<file path="config.mk">
export PLATFORM = sky130hd
export DESIGN_NAME = pmwr_regs
export DESIGN_NICKNAME = d
export VERILOG_FILES = /design/src/hw/pmwr_pkg.sv /design/src/hw/pmwr_regs.sv
export SDC_FILE = /design/constraint.sdc
export NUM_CORES = 1
export LEC_CHECK = 0
export BUFFER_PORTS_ARGS = -buffer_cell sky130_fd_sc_hd__buf_2
export CORE_ASPECT_RATIO = 0.75
export CORE_UTILIZATION = 33
export DETAILED_ROUTE_END_ITERATION = 12
export SLEW_MARGIN = 20
export SYNTH_ARGS = -nofsm -noshare
export SYNTH_HDL_FRONTEND = slang
export SYNTH_SLANG_ARGS = --single-unit
</file>
<file path="constraint.sdc">
create_clock -name clk -period 1.3 [get_ports clk]
set_input_delay 0.065 -clock clk [delete_from_list [all_inputs] [get_ports clk]]
set_output_delay 0.065 -clock clk [all_outputs]
set_load 0.05 [all_outputs]
</file>
<file path="src/hw/pmwr_pkg.sv">
// Function
// [RULE1] wake flag bit0 write sets capsense wake enable
// [RULE2] wake flag bit0 reads capsense wake cause
// [RULE3] flags set block low power, keep oscillator
// [RULE4] software clears wake flags after reset, wake
// [RULE5] flags read zero two clocks after suspend
// [RULE6] mode bit7 enables buffered rtc output
// [RULE7] mode bit6 gates wake request output pin
// [RULE8] mode bit5 write one disables supply monitor
// [RULE9] mode bits 4:0 read zero, ignore writes
// [RULE10] control bits 7:2 are general flags
// [RULE11] control bit1 write one enters stop mode
// [RULE12] control bit0 write one enters idle mode
// [RULE13] wake flag bits 7:1 read zero always
// [RULE14] leaving sleep drives wake request low
// [RULE15] monitor disabled: any reset is full por
// [RULE16] wake flags record events at all times
// [RULE17] capsense flag holds until clear-all command
package pmwr_pkg;
   // register addresses on the special function register bus
   localparam logic [7:0] power_control_addr   = 8'h87;
   localparam logic [7:0] wake_flag_extra_addr = 8'hce; // sfr page 0x0
   localparam logic [7:0] power_unit_mode_addr = 8'hce; // sfr page 0xf
   localparam logic [3:0] page_flag            = 4'h0;
   localparam logic [3:0] page_mode            = 4'hf;
   // field positions
   localparam int ctl_idle_bit   = 0;
   localparam int ctl_stop_bit   = 1;
   localparam int ctl_gpf_lsb    = 2;
   localparam int mode_mon_dis   = 5;
   localparam int mode_wake_out  = 6;
   localparam int mode_rtc_out   = 7;
   localparam int flag_cs_bit    = 0;
   // reset values
   localparam logic [5:0] gpf_reset   = 6'h00;
   localparam logic [2:0] mode_reset  = 3'h0;
   // flags read as zero for this many clocks after a suspend wake
   localparam int          wake_blank_clocks = 2;
   localparam logic [1:0]  wake_blank_count  = 2'(wake_blank_clocks);
   // one sfr access from the core
   typedef struct packed {
      logic       wr;
      logic       rd;
      logic [3:0] page;
      logic [7:0] addr;
      logic [7:0] wdata;
   } pmwr_sfr_req_t;
   // power state seen from the sequencer
   typedef struct packed {
      logic in_sleep;
      logic in_suspend;
      logic wake_now;   // one-cycle pulse at wake
   } pmwr_pwr_stat_t;
endpackage

</file>
<file path="src/hw/pmwr_regs.sv">
`timescale 1ns/10ps
module pmwr_regs (
   input  wire logic                     clk,
   input  wire logic                     rst,
   input  wire pmwr_pkg::pmwr_sfr_req_t  sfr_req,          // core access
   output logic      [7:0]               sfr_rdata,        // registered read data
   input  wire pmwr_pkg::pmwr_pwr_stat_t pwr_stat,         // from power sequencer
   input  wire logic                     capsense_event,   // capsense pulse
   input  wire logic                     clear_all_flags,  // clear command pulse
   input  wire logic                     reset_source,     // any reset source pulse
   input  wire logic                     rtc_clock_in,     // buffered rtc oscillator
   output logic                          capsense_wake_req,// enabled wake to sequencer
   output logic                          idle_req,         // one-cycle pulse
   output logic                          stop_req,         // one-cycle pulse
   output logic                          low_power_block,  // refuse suspend or sleep
   output logic                          lposc_force_on,   // keep low power oscillator
   output logic                          rtc_pin_out,      // port pin data
   output logic                          rtc_pin_en,       // port pin takeover
   output logic                          wake_pin_out,     // wake request level
   output logic                          wake_pin_en,      // port pin takeover
   output logic                          supply_mon_on,    // supply monitor enable
   output logic                          full_por_req      // escalate reset to por
);
   import pmwr_pkg::*;

   // register state
   logic [5:0] gpf_reg;          // general purpose flags
   logic       cs_en_reg;        // capsense wake enable
   logic       cs_flag_reg;      // capsense wake flag
   logic       rtc_out_en_reg;   // buffered rtc output enable
   logic       wake_out_en_reg;  // wake request output enable
   logic       mon_dis_reg;      // supply monitor disabled
   logic [1:0] blank_reg;        // post-suspend flag blanking count
   logic [7:0] rdata_next;       // read mux result
   // address hits
   logic       ctl_hit;          // control register, any page
   logic       flg_hit;          // wake flag register, page 0x0
   logic       mod_hit;          // mode register, page 0xf
   // qualified access strobes
   logic       ctl_wr;           // control write
   logic       flg_wr;           // wake flag write
   logic       mod_wr;           // mode write
   logic       ctl_rd;           // control read
   logic       flg_rd;           // wake flag read
   logic       mod_rd;           // mode read
   // derived conditions
   logic       wake_suspend;     // wake out of suspend this cycle
   logic       flag_visible;     // flag as software sees it

   // address and page decode; flag and mode share one address,
   // so the page select is part of their hit
   assign ctl_hit = sfr_req.addr == power_control_addr;
   assign flg_hit = sfr_req.addr == wake_flag_extra_addr && sfr_req.page == page_flag;
   assign mod_hit = sfr_req.addr == power_unit_mode_addr && sfr_req.page == page_mode;

   // write strobes
   assign ctl_wr = sfr_req.wr && ctl_hit;
   assign flg_wr = sfr_req.wr && flg_hit;
   assign mod_wr = sfr_req.wr && mod_hit;

   // read strobes
   assign ctl_rd = sfr_req.rd && ctl_hit;
   assign flg_rd = sfr_req.rd && flg_hit;
   assign mod_rd = sfr_req.rd && mod_hit;

   // only a wake out of suspend blanks the flags; sleep wakes do not
   assign wake_suspend = pwr_stat.wake_now && pwr_stat.in_suspend;

   // flag hidden while the blanking count runs
   assign flag_visible = cs_flag_reg && blank_reg == 2'h0; // [RULE5]

   // general purpose flags simply store the written value
   always_ff @(posedge clk) begin
      if (rst) begin
         gpf_reg <= gpf_reset;
      end else if (ctl_wr) begin
         // stored on any page, the register is unpaged
         gpf_reg <= sfr_req.wdata[7:ctl_gpf_lsb]; // [RULE10]
      end
   end

   // idle and stop select bits are write-only strobes, nothing stored;
   // the sequencer acts on the pulse, so a read has nothing to return
   always_ff @(posedge clk) begin
      if (rst) begin
         idle_req <= 1'h0;
         stop_req <= 1'h0;
      end else begin
         idle_req <= ctl_wr && sfr_req.wdata[ctl_idle_bit]; // [RULE12]
         stop_req <= ctl_wr && sfr_req.wdata[ctl_stop_bit]; // [RULE11]
      end
   end

   // capsense wake enable; only bit 0 of the flag register is writable,
   // the upper bits have no storage at all
   always_ff @(posedge clk) begin
      if (rst) begin
         cs_en_reg <= 1'h0;
      end else if (flg_wr) begin
         cs_en_reg <= sfr_req.wdata[flag_cs_bit]; // [RULE1]
      end
   end

   // flag records events whether enabled or not, awake or not;
   // set beats clear so an event racing the clear is never lost
   always_ff @(posedge clk) begin
      if (rst) begin
         cs_flag_reg <= 1'h0;
      end else if (capsense_event) begin
         cs_flag_reg <= 1'h1; // [RULE16]
      end else if (clear_all_flags) begin
         // only the clear-all command drops it, a write of zero does not
         cs_flag_reg <= 1'h0; // [RULE17]
      end
   end

   // blanking counter restarts on every suspend wake
   always_ff @(posedge clk) begin
      if (rst) begin
         blank_reg <= 2'h0;
      end else if (wake_suspend) begin
         blank_reg <= wake_blank_count; // [RULE5]
      end else if (blank_reg != 2'h0) begin
         // counts down to zero and rests there
         blank_reg <= blank_reg - 2'h1;
      end
   end

   // mode register; the monitor bit is also cleared by any reset source,
   // which wins over a write so the monitor always comes back
   always_ff @(posedge clk) begin
      if (rst) begin
         rtc_out_en_reg  <= mode_reset[2];
         wake_out_en_reg <= mode_reset[1];
         mon_dis_reg     <= mode_reset[0];
      end else if (reset_source) begin
         mon_dis_reg <= 1'h0; // [RULE15]
      end else if (mod_wr) begin
         rtc_out_en_reg  <= sfr_req.wdata[mode_rtc_out]; // [RULE6]
         wake_out_en_reg <= sfr_req.wdata[mode_wake_out]; // [RULE7]
         mon_dis_reg     <= sfr_req.wdata[mode_mon_dis]; // [RULE8]
      end
   end

   // read mux; unused bits and unmapped addresses read zero
   always_comb begin
      rdata_next = 8'h00;
      if (ctl_rd) begin
         // select bits have no read value, zero is returned
         rdata_next = {gpf_reg, 2'h0}; // [RULE10]
      end else if (flg_rd) begin
         // blanked shortly after suspend wake, upper bits zero
         rdata_next = {7'h00, flag_visible}; // [RULE2] [RULE13]
      end else if (mod_rd) begin
         // low five bits have no storage and read zero
         rdata_next = {rtc_out_en_reg, wake_out_en_reg, mon_dis_reg, 5'h00}; // [RULE9]
      end
   end

   // read data is registered, valid the cycle after the read strobe
   // and zero otherwise, so a stale value never lingers on the bus
   always_ff @(posedge clk) begin
      if (rst) begin
         sfr_rdata <= 8'h00;
      end else begin
         sfr_rdata <= rdata_next;
      end
   end

   // wake request to the sequencer, only when enabled and flagged
   always_ff @(posedge clk) begin
      if (rst) begin
         capsense_wake_req <= 1'h0;
      end else begin
         capsense_wake_req <= cs_en_reg && cs_flag_reg; // [RULE1]
      end
   end

   // a set flag refuses low power and keeps the oscillator on;
   // the flag counts here whether enabled or not
   always_ff @(posedge clk) begin
      if (rst) begin
         low_power_block <= 1'h0;
         lposc_force_on  <= 1'h0;
      end else begin
         low_power_block <= cs_flag_reg; // [RULE3]
         lposc_force_on  <= cs_flag_reg; // [RULE3]
      end
   end

   // buffered rtc oscillator onto its port pin; the clock is only
   // sampled, so edges closer than one system clock can be lost
   always_ff @(posedge clk) begin
      if (rst) begin
         rtc_pin_out <= 1'h0;
         rtc_pin_en  <= 1'h0;
      end else begin
         rtc_pin_out <= rtc_out_en_reg && rtc_clock_in; // [RULE6]
         rtc_pin_en  <= rtc_out_en_reg; // [RULE6]
      end
   end

   // wake request pin: high while asleep, low from the wake onward so
   // that external devices wake too; gated onto the pin by its enable
   always_ff @(posedge clk) begin
      if (rst) begin
         wake_pin_out <= 1'h1;
         wake_pin_en  <= 1'h0;
      end else begin
         wake_pin_out <= pwr_stat.in_sleep && !pwr_stat.wake_now; // [RULE14]
         wake_pin_en  <= wake_out_en_reg; // [RULE7]
      end
   end

   // supply monitor and reset escalation; a reset source seen while the
   // monitor is off becomes a full power-on reset
   always_ff @(posedge clk) begin
      if (rst) begin
         supply_mon_on <= 1'h1;
         full_por_req  <= 1'h0;
      end else begin
         supply_mon_on <= !mon_dis_reg; // [RULE8]
         full_por_req  <= reset_source && mon_dis_reg; // [RULE15]
      end
   end
endmodule

</file>
Yosys cells after proc, flatten, opt, wreduce, memory -nomap -nowiden
Index checks and enable logic that the tools add are counted.

$add $sub $neg: 1. Eq/ne operators: 3. Multiplexer cells: 7. Bitwise gates (word level): 1. Reduce and logical (&&, ||, !) cells: 28.

Operators with widths (number): 2-to-1 mux 8 bit (3); equality test 8 bit (second input constant) (2); logical AND 1 bit (16); nonzero test 2 bit (3); OR reduction 2 bit (3); equality test 4 bit (second input constant) (1); logical NOT 4 bit (1); 2-to-1 mux 2 bit (2); OR reduction 3 bit (1); logical NOT 1 bit (2); logical NOT 2 bit (1); 2-to-1 mux 1 bit (2); AND reduction 2 bit (1); subtractor 2 x 1 -> 2 bit (second input constant) (1); NOT 1 bit (1).

Register bits: 31.

Longest topological paths before layout
Gate-level depths: netlist of the first run.

Word-level depth: 6. Gate-level depth with buffers: 4. Depth with buffers taken out: 3.

Least setup slack after synthesis of the first run
No wires, ideal clock.

Path type: input-to-reg. From: input port sfr_req[11] in the netlist's numbering. To: register gpf_reg[3]. Arrival: 1.012 ns. Slack: 0.170 ns. Stages on the path: 4. Buffers on the path: 1. Cell sequence: or3b_4 or3_1 buf_6 mux2i_1.

Word-level cells in the longest chain between the ends: 2.

Ends and longest elaborated chain: start: declaration (RTL line pmwr_regs.sv:5) `input wire pmwr_pkg::pmwr_sfr_req_t sfr_req,`; equality test 8 bit (RTL line pmwr_regs.sv:52) `assign ctl_hit = sfr_req.addr == power_control_addr;`; logical AND 1 bit (RTL line pmwr_regs.sv:57) `assign ctl_wr = sfr_req.wr && ctl_hit;`; end signal: assignment (RTL line pmwr_regs.sv:75) `gpf_reg <= gpf_reset;`; end signal: assignment (RTL line pmwr_regs.sv:78) `gpf_reg <= sfr_req.wdata[7:ctl_gpf_lsb];`; end: declaration (RTL line pmwr_regs.sv:27) `logic [5:0] gpf_reg;`.

Every way passes these cells. A chain may end at the register's enable or synchronous reset.

Worst setup path after layout of the first run
From: register blank_reg[0]. To: register blank_reg[0].

Word-level cells in the longest chain between the ends: 1.

Ends and longest elaborated chain: start: declaration (RTL line pmwr_regs.sv:33) `logic [1:0] blank_reg;`; start signal: assignment (RTL line pmwr_regs.sv:122) `blank_reg <= wake_blank_count;`; start signal: assignment (RTL line pmwr_regs.sv:125) `blank_reg <= blank_reg - 2'h1;`; subtractor 2 x 1 -> 2 bit or nonzero test 2 bit (tied branches) (RTL line pmwr_regs.sv:125, pmwr_regs.sv:123).

Several ways; a longest one is shown, not always the timed one.

==> results.sh, run 1 <==
export IMPL_die_h_um=53.5
export IMPL_initial_core_util_pct=34.9
export IMPL_htreeDepth=2
export IMPL_fin_total_pwr_uw=1800
export IMPL_synth_top_area_share_pct=51.6
export IMPL_gp_congestion=0.786
export IMPL_drt_iter0_markers=22
export IMPL_multiInputGateArea_um2=512
export IMPL_peakVddDrop_v=0.000485
export IMPL_drt_wl_total_um=2460
export IMPL_coreArea_mm2=0.00333
export IMPL_period_minus_slack_ns=1.20
export IMPL_n_fill_cell=338
export IMPL_final_antenna_net_count=0
export IMPL_required_ns=1.52
export IMPL_cts_buffers=5
export IMPL_die_area_mm2=0.00377
export IMPL_synthArstFlopShare_pct=0
export IMPL_drive_above_1_share_pct=40.6
export IMPL_p_leak_uw=0.000755
export IMPL_cts_max_path_buffers=2
export IMPL_hold_viol=0
export IMPL_clock_latency_ns=0.28
export IMPL_seq_area_um2=601
export IMPL_clk_pin_slew_ns=0.06
export IMPL_worstPathArrival_ns=1.42
export IMPL_viasPerCell=4.60
export IMPL_synth_edf_count=0
export IMPL_synthFlopType="dfxtp_1"
export IMPL_utilization_pct=47.9
export IMPL_holdPathStages=3
export IMPL_fmax_mhz=830
export IMPL_synth_cells=110
export IMPL_violations="design-rule violations"
export IMPL_grt_setup_unrepaired="no"
export IMPL_largest_register_ffs=7
export IMPL_tns_ns=0
export IMPL_synth_net_count=141
export IMPL_num_antenna_cells=0
export IMPL_antenna_found_initial=0
export IMPL_synth_seq_cells=30
export IMPL_drc=4
export IMPL_cp_end_kind="flip-flop"
export IMPL_synth_area_per_cell_um2=10.6
export IMPL_hold_buffers=4
export IMPL_worst_r2r_path_depth=4
export IMPL_status="finished, violations left"
export IMPL_synth_top_area_cell="dfxtp_1"
export IMPL_grt_pass1_wl_um=3950
export IMPL_grt_max_degree=24
export IMPL_post_place_cells=200
export IMPL_start_kind="flip-flop"
export IMPL_grtUsageTotal_pct=14.6
export IMPL_cts_setup_buffers=0
export IMPL_num_rows=18
export IMPL_hp_start="capsense_event"
export IMPL_skew_ns=0.00317
export IMPL_maxCapViolCount=0
export IMPL_area_growth_pct=37.1
export IMPL_syn_area_mm2=0.00116
export IMPL_period_share_pct=92.7
export IMPL_io_buffer_count=48
export IMPL_setup_violations=0
export IMPL_synth_area_top_cells="dfxtp_1 52%, nand2b_1 10%, mux2i_1 7.7%"
export IMPL_reg2reg_from="blank_reg[0]"
export IMPL_drtPass1Iterations=8
export IMPL_yosysMostFrequentCell="dfxtp_1"
export IMPL_ys_seq_area_share_pct=51.6
export IMPL_critPathKind="flip-flop to flip-flop"
export IMPL_cts_root_buf="clkbuf_8"
export IMPL_yosys_warnings=0
export IMPL_nets=202
export IMPL_dpl_hpwl_um=1910
export IMPL_grt_pass1_vias=913
export IMPL_vias=967
export IMPL_cts_resized=0
export IMPL_cts_tree="done"
export IMPL_pin_count=50
export IMPL_finalMaxSlewViolations=0
export IMPL_layout_cells_non_filler=210
export IMPL_die_x_um=70.6
export IMPL_grt_overflow_total=0
export IMPL_crit_fanout=3
export IMPL_holdCritPathClass="input port to flip-flop"
export IMPL_ys_types=32
export IMPL_power_per_cell_area_mw_per_mm2=1120
export IMPL_synth_top_cells_by_count="30 x dfxtp_1, 19 x nand2b_1, 9 x mux2i_1"
export IMPL_wl_per_cell_um=11.7
export IMPL_clock_sinks=30
export IMPL_startpoint="blank_reg[0]"
==> metrics by stage <==
stage                     setup slack, ns  cell area, um2  hold WS, ns
after CTS                           0.110            1600     0.000279
final                              0.0955            1600      0.00117
after global routing               0.0633            1600       0.0132
after global placement             0.0149            1470        0.256
after detailed placement         -0.00672            1470        0.273
after floorplan                     0.170            1160        0.152
==> cells in the final DEF, fill, tap and decap left out, drive strengths merged, types with 2 or more instances in the layout <==
master / n
and2: 5
inv: 5
dfxtp: 30
or3b: 2
nor2: 6
nand3b: 2
clkbuf: 6
mux2i: 9
a21oi: 2
buf: 55
dlygate4sd3: 4
nor3: 2
nor4: 5
a22o: 3
nor3b: 3
nand2b: 19
==> power by group <==
group	total, uW	switching [uW]	internal, uW
Sequential	931	3.36	928
Combinational	155	80.8	74.5
Clock	709	302	406
Total	1800	387	1410
==> path summary, 6_finish.rpt <==
kind	to	slack (ns)
worst max-delay path	blank_reg[0]	0.1
worst min-delay path	cs_flag_reg	0.001
worst min register to register	sfr_rdata[4]	0.45
worst max register to register	blank_reg[0]	0.1
==> critical path, cell delays in order, from the launching register on <==
cell and delay [ns]:
dfxtp_1 0.32, nor2_1 0.10, nand2_1 0.07, a21oi_1 0.11, dlygate4sd3_1 0.55
==> cells by family after synthesis <==
group                  after synthesis  synth area share, %
AO/OA/AOI/OAI                        7                 4.40
flip-flops                          30                 51.6
multiplexers                        10                 8.70
buffers and inverters               10                 4.51
AND/OR/NAND/NOR                     52                 30.5
other                                1                0.322
==> layer usage <==
layer	vias to the layer above	global-route usage (%)	wire (um)
met1	432	16.4	1170
met4	0	10.0	72
met3	8	4.57	159
met5	-	0	0
met2	33	24.3	1060
li1	494	-	-
==> cell type report <==
cell class	count	area share (%)
Tap cell	40	3.13
Timing Repair Buffer	59	20.8
Sequential cell	30	37.6
Inverter	5	1.18
Clock buffer	6	5.17
Multi-Input combinational cell	70	32.1
(Power assumes the default switching activity.)
==> run 2, diff against run 1 <==
- CORE_UTILIZATION: 33 -> 35
- RECOVER_POWER: unset -> 100
==> results.sh, run 2 (synthesis results as in run 1) <==
export IMPL_required_ns=1.52
export IMPL_cts_root_buf="clkbuf_8"
export IMPL_viasPerCell=4.68
export IMPL_drive_above_1_share_pct=26.4
export IMPL_grtUsageTotal_pct=15.3
export IMPL_mostFrequentLayoutCell="dfxtp_1"
export IMPL_clk_pin_slew_ns=0.06
export IMPL_status="finished clean"
export IMPL_coreArea_mm2=0.00304
export IMPL_final_cell_mix="30 x dfxtp_1, 29 x buf_2, 23 x clkbuf_1, 19 x nand2b_1, 9 x mux2i_1"
export IMPL_grt_setup_unrepaired="no"
export IMPL_critPathKind="flip-flop to flip-flop"
export IMPL_die_x_um=68.6
export IMPL_worst_r2r_path_depth=4
export IMPL_vias=992
export IMPL_grt_pass1_wl_um=3870
export IMPL_area_growth_pct=34.3
export IMPL_die_h_um=52.0
export IMPL_num_rows=17
export IMPL_grt_max_degree=17
export IMPL_period_share_pct=94.7
export IMPL_clock_latency_ns=0.28
export IMPL_die_area_mm2=0.00357
export IMPL_crit_fanout=3
export IMPL_initial_core_util_pct=38.3
export IMPL_start_kind="flip-flop"
export IMPL_finalMaxSlewViolations=0
export IMPL_cts_tree="done"
export IMPL_r2r_end="blank_reg[0]"
export IMPL_hold_viol=0
export IMPL_fin_area_mm2=0.00156
export IMPL_power_per_cell_area_mw_per_mm2=1180
export IMPL_setup_violations=0
export IMPL_timing_reg2reg_setup_slack_ns=0.07
export IMPL_whs_endpoint="full_por_req"
export IMPL_pin_count=50
export IMPL_dpl_hpwl_um=1820
export IMPL_skew_ns=0.00176
export IMPL_drtPass1Iterations=4
export IMPL_cts_setup_buffers=0
export IMPL_htreeDepth=2
export IMPL_cp_end_kind="flip-flop"
export IMPL_antenna_found_initial=0
export IMPL_drc=0
export IMPL_slew_limit_headroom_pct=59.7
export IMPL_cts_buffers=5
export IMPL_drt_wl_total_um=2430
export IMPL_io_buffer_count=48
export IMPL_placed_area_mm2=0.00148
export IMPL_grt_overflow_total=0
export IMPL_worstMarginPinSlew_ns=0.607
export IMPL_largest_register_ffs=7
export IMPL_num_antenna_cells=0
export IMPL_period_minus_slack_ns=1.23
export IMPL_fin_total_pwr_uw=1840
export IMPL_maxCapViolCount=0
export IMPL_gp_congestion=0.764
export IMPL_fmax_mhz=812
export IMPL_grt_pass1_vias=944
export IMPL_reg2reg_from="blank_reg[0]"
export IMPL_nets=204
export IMPL_drt_iter0_markers=16
export IMPL_final_antenna_net_count=0
export IMPL_cts_max_path_buffers=2
export IMPL_worstPathArrival_ns=1.45
export IMPL_holdCritPathClass="input port to flip-flop"
export IMPL_hp_start="reset_source"
export IMPL_clock_sinks=30
export IMPL_wl_per_cell_um=11.4
export IMPL_holdPathStages=3
export IMPL_n_fill_cell=312
export IMPL_peakVddDrop_v=0.000412
export IMPL_holdWs_ns=0.0408
export IMPL_p_leak_uw=0.000669
[run 2: through the flow]
stage | TNS, ns | setup WS (ns) | cells | util [%]
after floorplan | 0 | 0.170 | 110 | -
after global placement | -0.0396 | -0.0149 | 199 | 48.6
after detailed placement | -0.103 | -0.0412 | 199 | 48.6
after CTS | 0 | 0.125 | 212 | 53.3
after global routing | 0 | 0.0132 | 212 | 51.4
final | 0 | 0.0683 | 212 | 51.4
[run 2: cell type report]
cell class              count  area (um2)  area share [%]
repair buffers             61         315            20.2
clock buffers               7        86.3            5.52
inverters                   5        18.8            1.20
well taps                  38        47.5            3.04
flip-flops and latches     30         601            38.4
multi-input cells          70         490            31.4
clock inverters             1        5.00           0.320
[run 2: what timing repair did]
| item | 4_1_cts | 5_1_grt |
|---|---|---|
| gates resized for setup | 0 | 1 |
| hold buffers | 5 | 0 |
| hold endpoints to repair | 4 | 0 |
| setup endpoints to repair | 0 | 1 |
[run 2: report_power, final]
group	switching [uW]	internal, uW
Clock	331	426
Sequential	3.88	927
Combinational	78.0	74.4
Total	413	1430
[run 2: worst max-delay path by stage]
stage,slack [ns],to,depth (start not counted),startpoint
6_report,0.07,blank_reg[0],4,blank_reg[0]
5_1_grt,0.01,blank_reg[0],4,blank_reg[0]
4_1_cts,0.13,blank_reg[0],4,blank_reg[0]
3_5_place_dp,-0.04,gpf_reg[0],6,sfr_req[11]
3_3_place_gp,-0.01,gpf_reg[1],6,sfr_req[11]
2_1_floorplan,0.17,gpf_reg[3],4,sfr_req[11]
[run 2: per-layer routing]
metal	GRT usage, %	share of wire (%)	up-vias
met1	16.8	46	452
li1	-	-	500
met5	0	0	-
met2	24.8	45	36
met3	5.26	7.8	4
met4	10.1	1.5	0
[run 2: worst max-delay path, stage by stage (launching register included)]
cell           delay (ns)
dfxtp_1              0.32
nor2_1               0.10
nand2_1              0.07
a21oi_2              0.11
dlygate4sd3_1        0.57
==> run 3, diff against run 2 <==
- PLACE_DENSITY: unset -> 0.61
==> results.sh, run 3 (synthesis results as in run 1) <==
export IMPL_status="finished clean"
export IMPL_holdCritPathClass="input port to flip-flop"
export IMPL_num_antenna_cells=0
export IMPL_p_leak_uw=0.000677
export IMPL_slowest_stage="dlygate4sd3_1"
export IMPL_n_fill_cell=294
export IMPL_coreArea_mm2=0.00304
export IMPL_power_per_cell_area_mw_per_mm2=1180
export IMPL_drt_iter0_markers=23
export IMPL_fin_total_pwr_uw=1840
export IMPL_period_share_pct=91.4
export IMPL_grt_pass1_wl_um=3830
export IMPL_holdWs_ns=0.0425
export IMPL_clock_latency_ns=0.28
export IMPL_finalMaxSlewViolations=0
export IMPL_wl_per_cell_um=11.5
export IMPL_peakVddDrop_v=0.000483
export IMPL_crit_fanout=3
export IMPL_hold_viol=0
export IMPL_cts_setup_buffers=0
export IMPL_skew_ns=0.00524
export IMPL_cts_max_path_buffers=2
export IMPL_io_buffer_count=48
export IMPL_start_kind="flip-flop"
export IMPL_hold_buffers=4
export IMPL_cp_end_kind="flip-flop"
export IMPL_fmax_mhz=842
export IMPL_cts_resized=0
export IMPL_final_antenna_net_count=0
export IMPL_die_x_um=68.6
export IMPL_clock_sinks=30
export IMPL_drt_wl_total_um=2450
export IMPL_htreeDepth=2
export IMPL_nets=204
export IMPL_worstMarginPinSlew_ns=0.597
export IMPL_drive_above_1_share_pct=25.9
export IMPL_drc=0
export IMPL_viasPerCell=4.52
export IMPL_slew_limit_headroom_pct=60.4
export IMPL_grt_pass1_vias=941
export IMPL_clk_pin_slew_ns=0.06
export IMPL_antenna_found_initial=0
export IMPL_cts_root_buf="clkbuf_8"
export IMPL_period_minus_slack_ns=1.19
export IMPL_worstPathArrival_ns=1.41
export IMPL_grt_overflow_total=0
export IMPL_final_cell_mix="30 x dfxtp_1, 29 x buf_2, 22 x clkbuf_1, 19 x nand2b_1, 9 x mux2i_1"
export IMPL_critPathKind="flip-flop to flip-flop"
export IMPL_cts_tree="done"
export IMPL_dpl_hpwl_um=1810
export IMPL_grtUsageTotal_pct=15.3
export IMPL_vias=959
export IMPL_holdPathStages=3
export IMPL_grt_max_degree=26
export IMPL_worstPathCellList="nor2_1 -> nand2_1 -> a21oi_1 -> dlygate4sd3_1"
export IMPL_largest_register_ffs=7
export IMPL_die_h_um=52.0
export IMPL_area_growth_pct=34.2
export IMPL_pin_count=50
export IMPL_initial_core_util_pct=38.3
export IMPL_setup_violations=0
export IMPL_required_ns=1.53
export IMPL_slowest_delay_ns=0.55
export IMPL_grt_setup_unrepaired="no"
export IMPL_die_area_mm2=0.00357
export IMPL_drtPass1Iterations=4
export IMPL_worst_r2r_path_depth=4
export IMPL_num_rows=17
export IMPL_cts_buffers=5
export IMPL_gp_congestion=0.749
export IMPL_mostFrequentLayoutCell="dfxtp_1"
export IMPL_maxCapViolCount=0
[run 3: cell types whose count changed in the layout (fill, tap and decap cells not counted), sizes merged]
cell / delta
clkbuf: +1
buf: -1
[run 3: worst max-delay path: cells and delay by family (launching register included)]
| kind | cells | cell delay, ns |
|---|---|---|
| flip-flops | 1 | 0.33 |
| AND/OR/NAND/NOR | 2 | 0.16 |
| AO/OA/AOI/OAI | 1 | 0.10 |
| buffers and inverters | 1 | 0.55 |
[run 3: final cells by class]
type / instances / area (um2) / share of cell area, %
Timing Repair Buffer: 61 / 317 / 20.3
Multi-Input combinational cell: 70 / 488 / 31.2
Clock buffer: 7 / 86.3 / 5.52
Inverter: 5 / 18.8 / 1.20
Sequential cell: 30 / 601 / 38.4
Clock inverter: 1 / 5.00 / 0.320
Tap cell: 38 / 47.5 / 3.04
[run 3: metal layers]
metal | vias up | wire [um] | share of wire [%] | global-route usage, %
met2 | 36 | 1100 | 45 | 24.2
met3 | 7 | 174 | 7.1 | 6.58
met1 | 420 | 1130 | 46 | 17.5
li1 | 496 | - | - | -
met4 | 0 | 37 | 1.5 | 7.29
met5 | - | 0 | 0 | 0
[run 3: report_power, final]
| group | internal, uW | switching [uW] | leakage (uW) |
|---|---|---|---|
| Sequential | 927 | 3.42 | 0.000243 |
| Combinational | 74.6 | 77.6 | 0.000386 |
| Clock | 426 | 335 | 0.0000482 |
[run 3: final timing paths]
| path | slack [ns] | from | endpoint |
|---|---|---|---|
| setup / recovery | 0.11 | blank_reg[0] | blank_reg[0] |
| hold / removal | 0.04 | reset_source | full_por_req |
| setup reg to reg | 0.11 | blank_reg[0] | blank_reg[0] |
| hold reg to reg | 0.45 | mon_dis_reg | supply_mon_on |
[run 3: metrics by stage]
stage	instance area [um2]	worst slack [ns]	utilization, %	TNS (ns)	instances
after global placement	1480	0.00683	48.6	0	199
after global routing	1560	0.0332	51.4	0	212
after detailed placement	1480	-0.0105	48.6	-0.0239	199
final	1560	0.112	51.4	0	212
after CTS	1610	0.111	52.9	0	211
after floorplan	1160	0.170	-	0	110
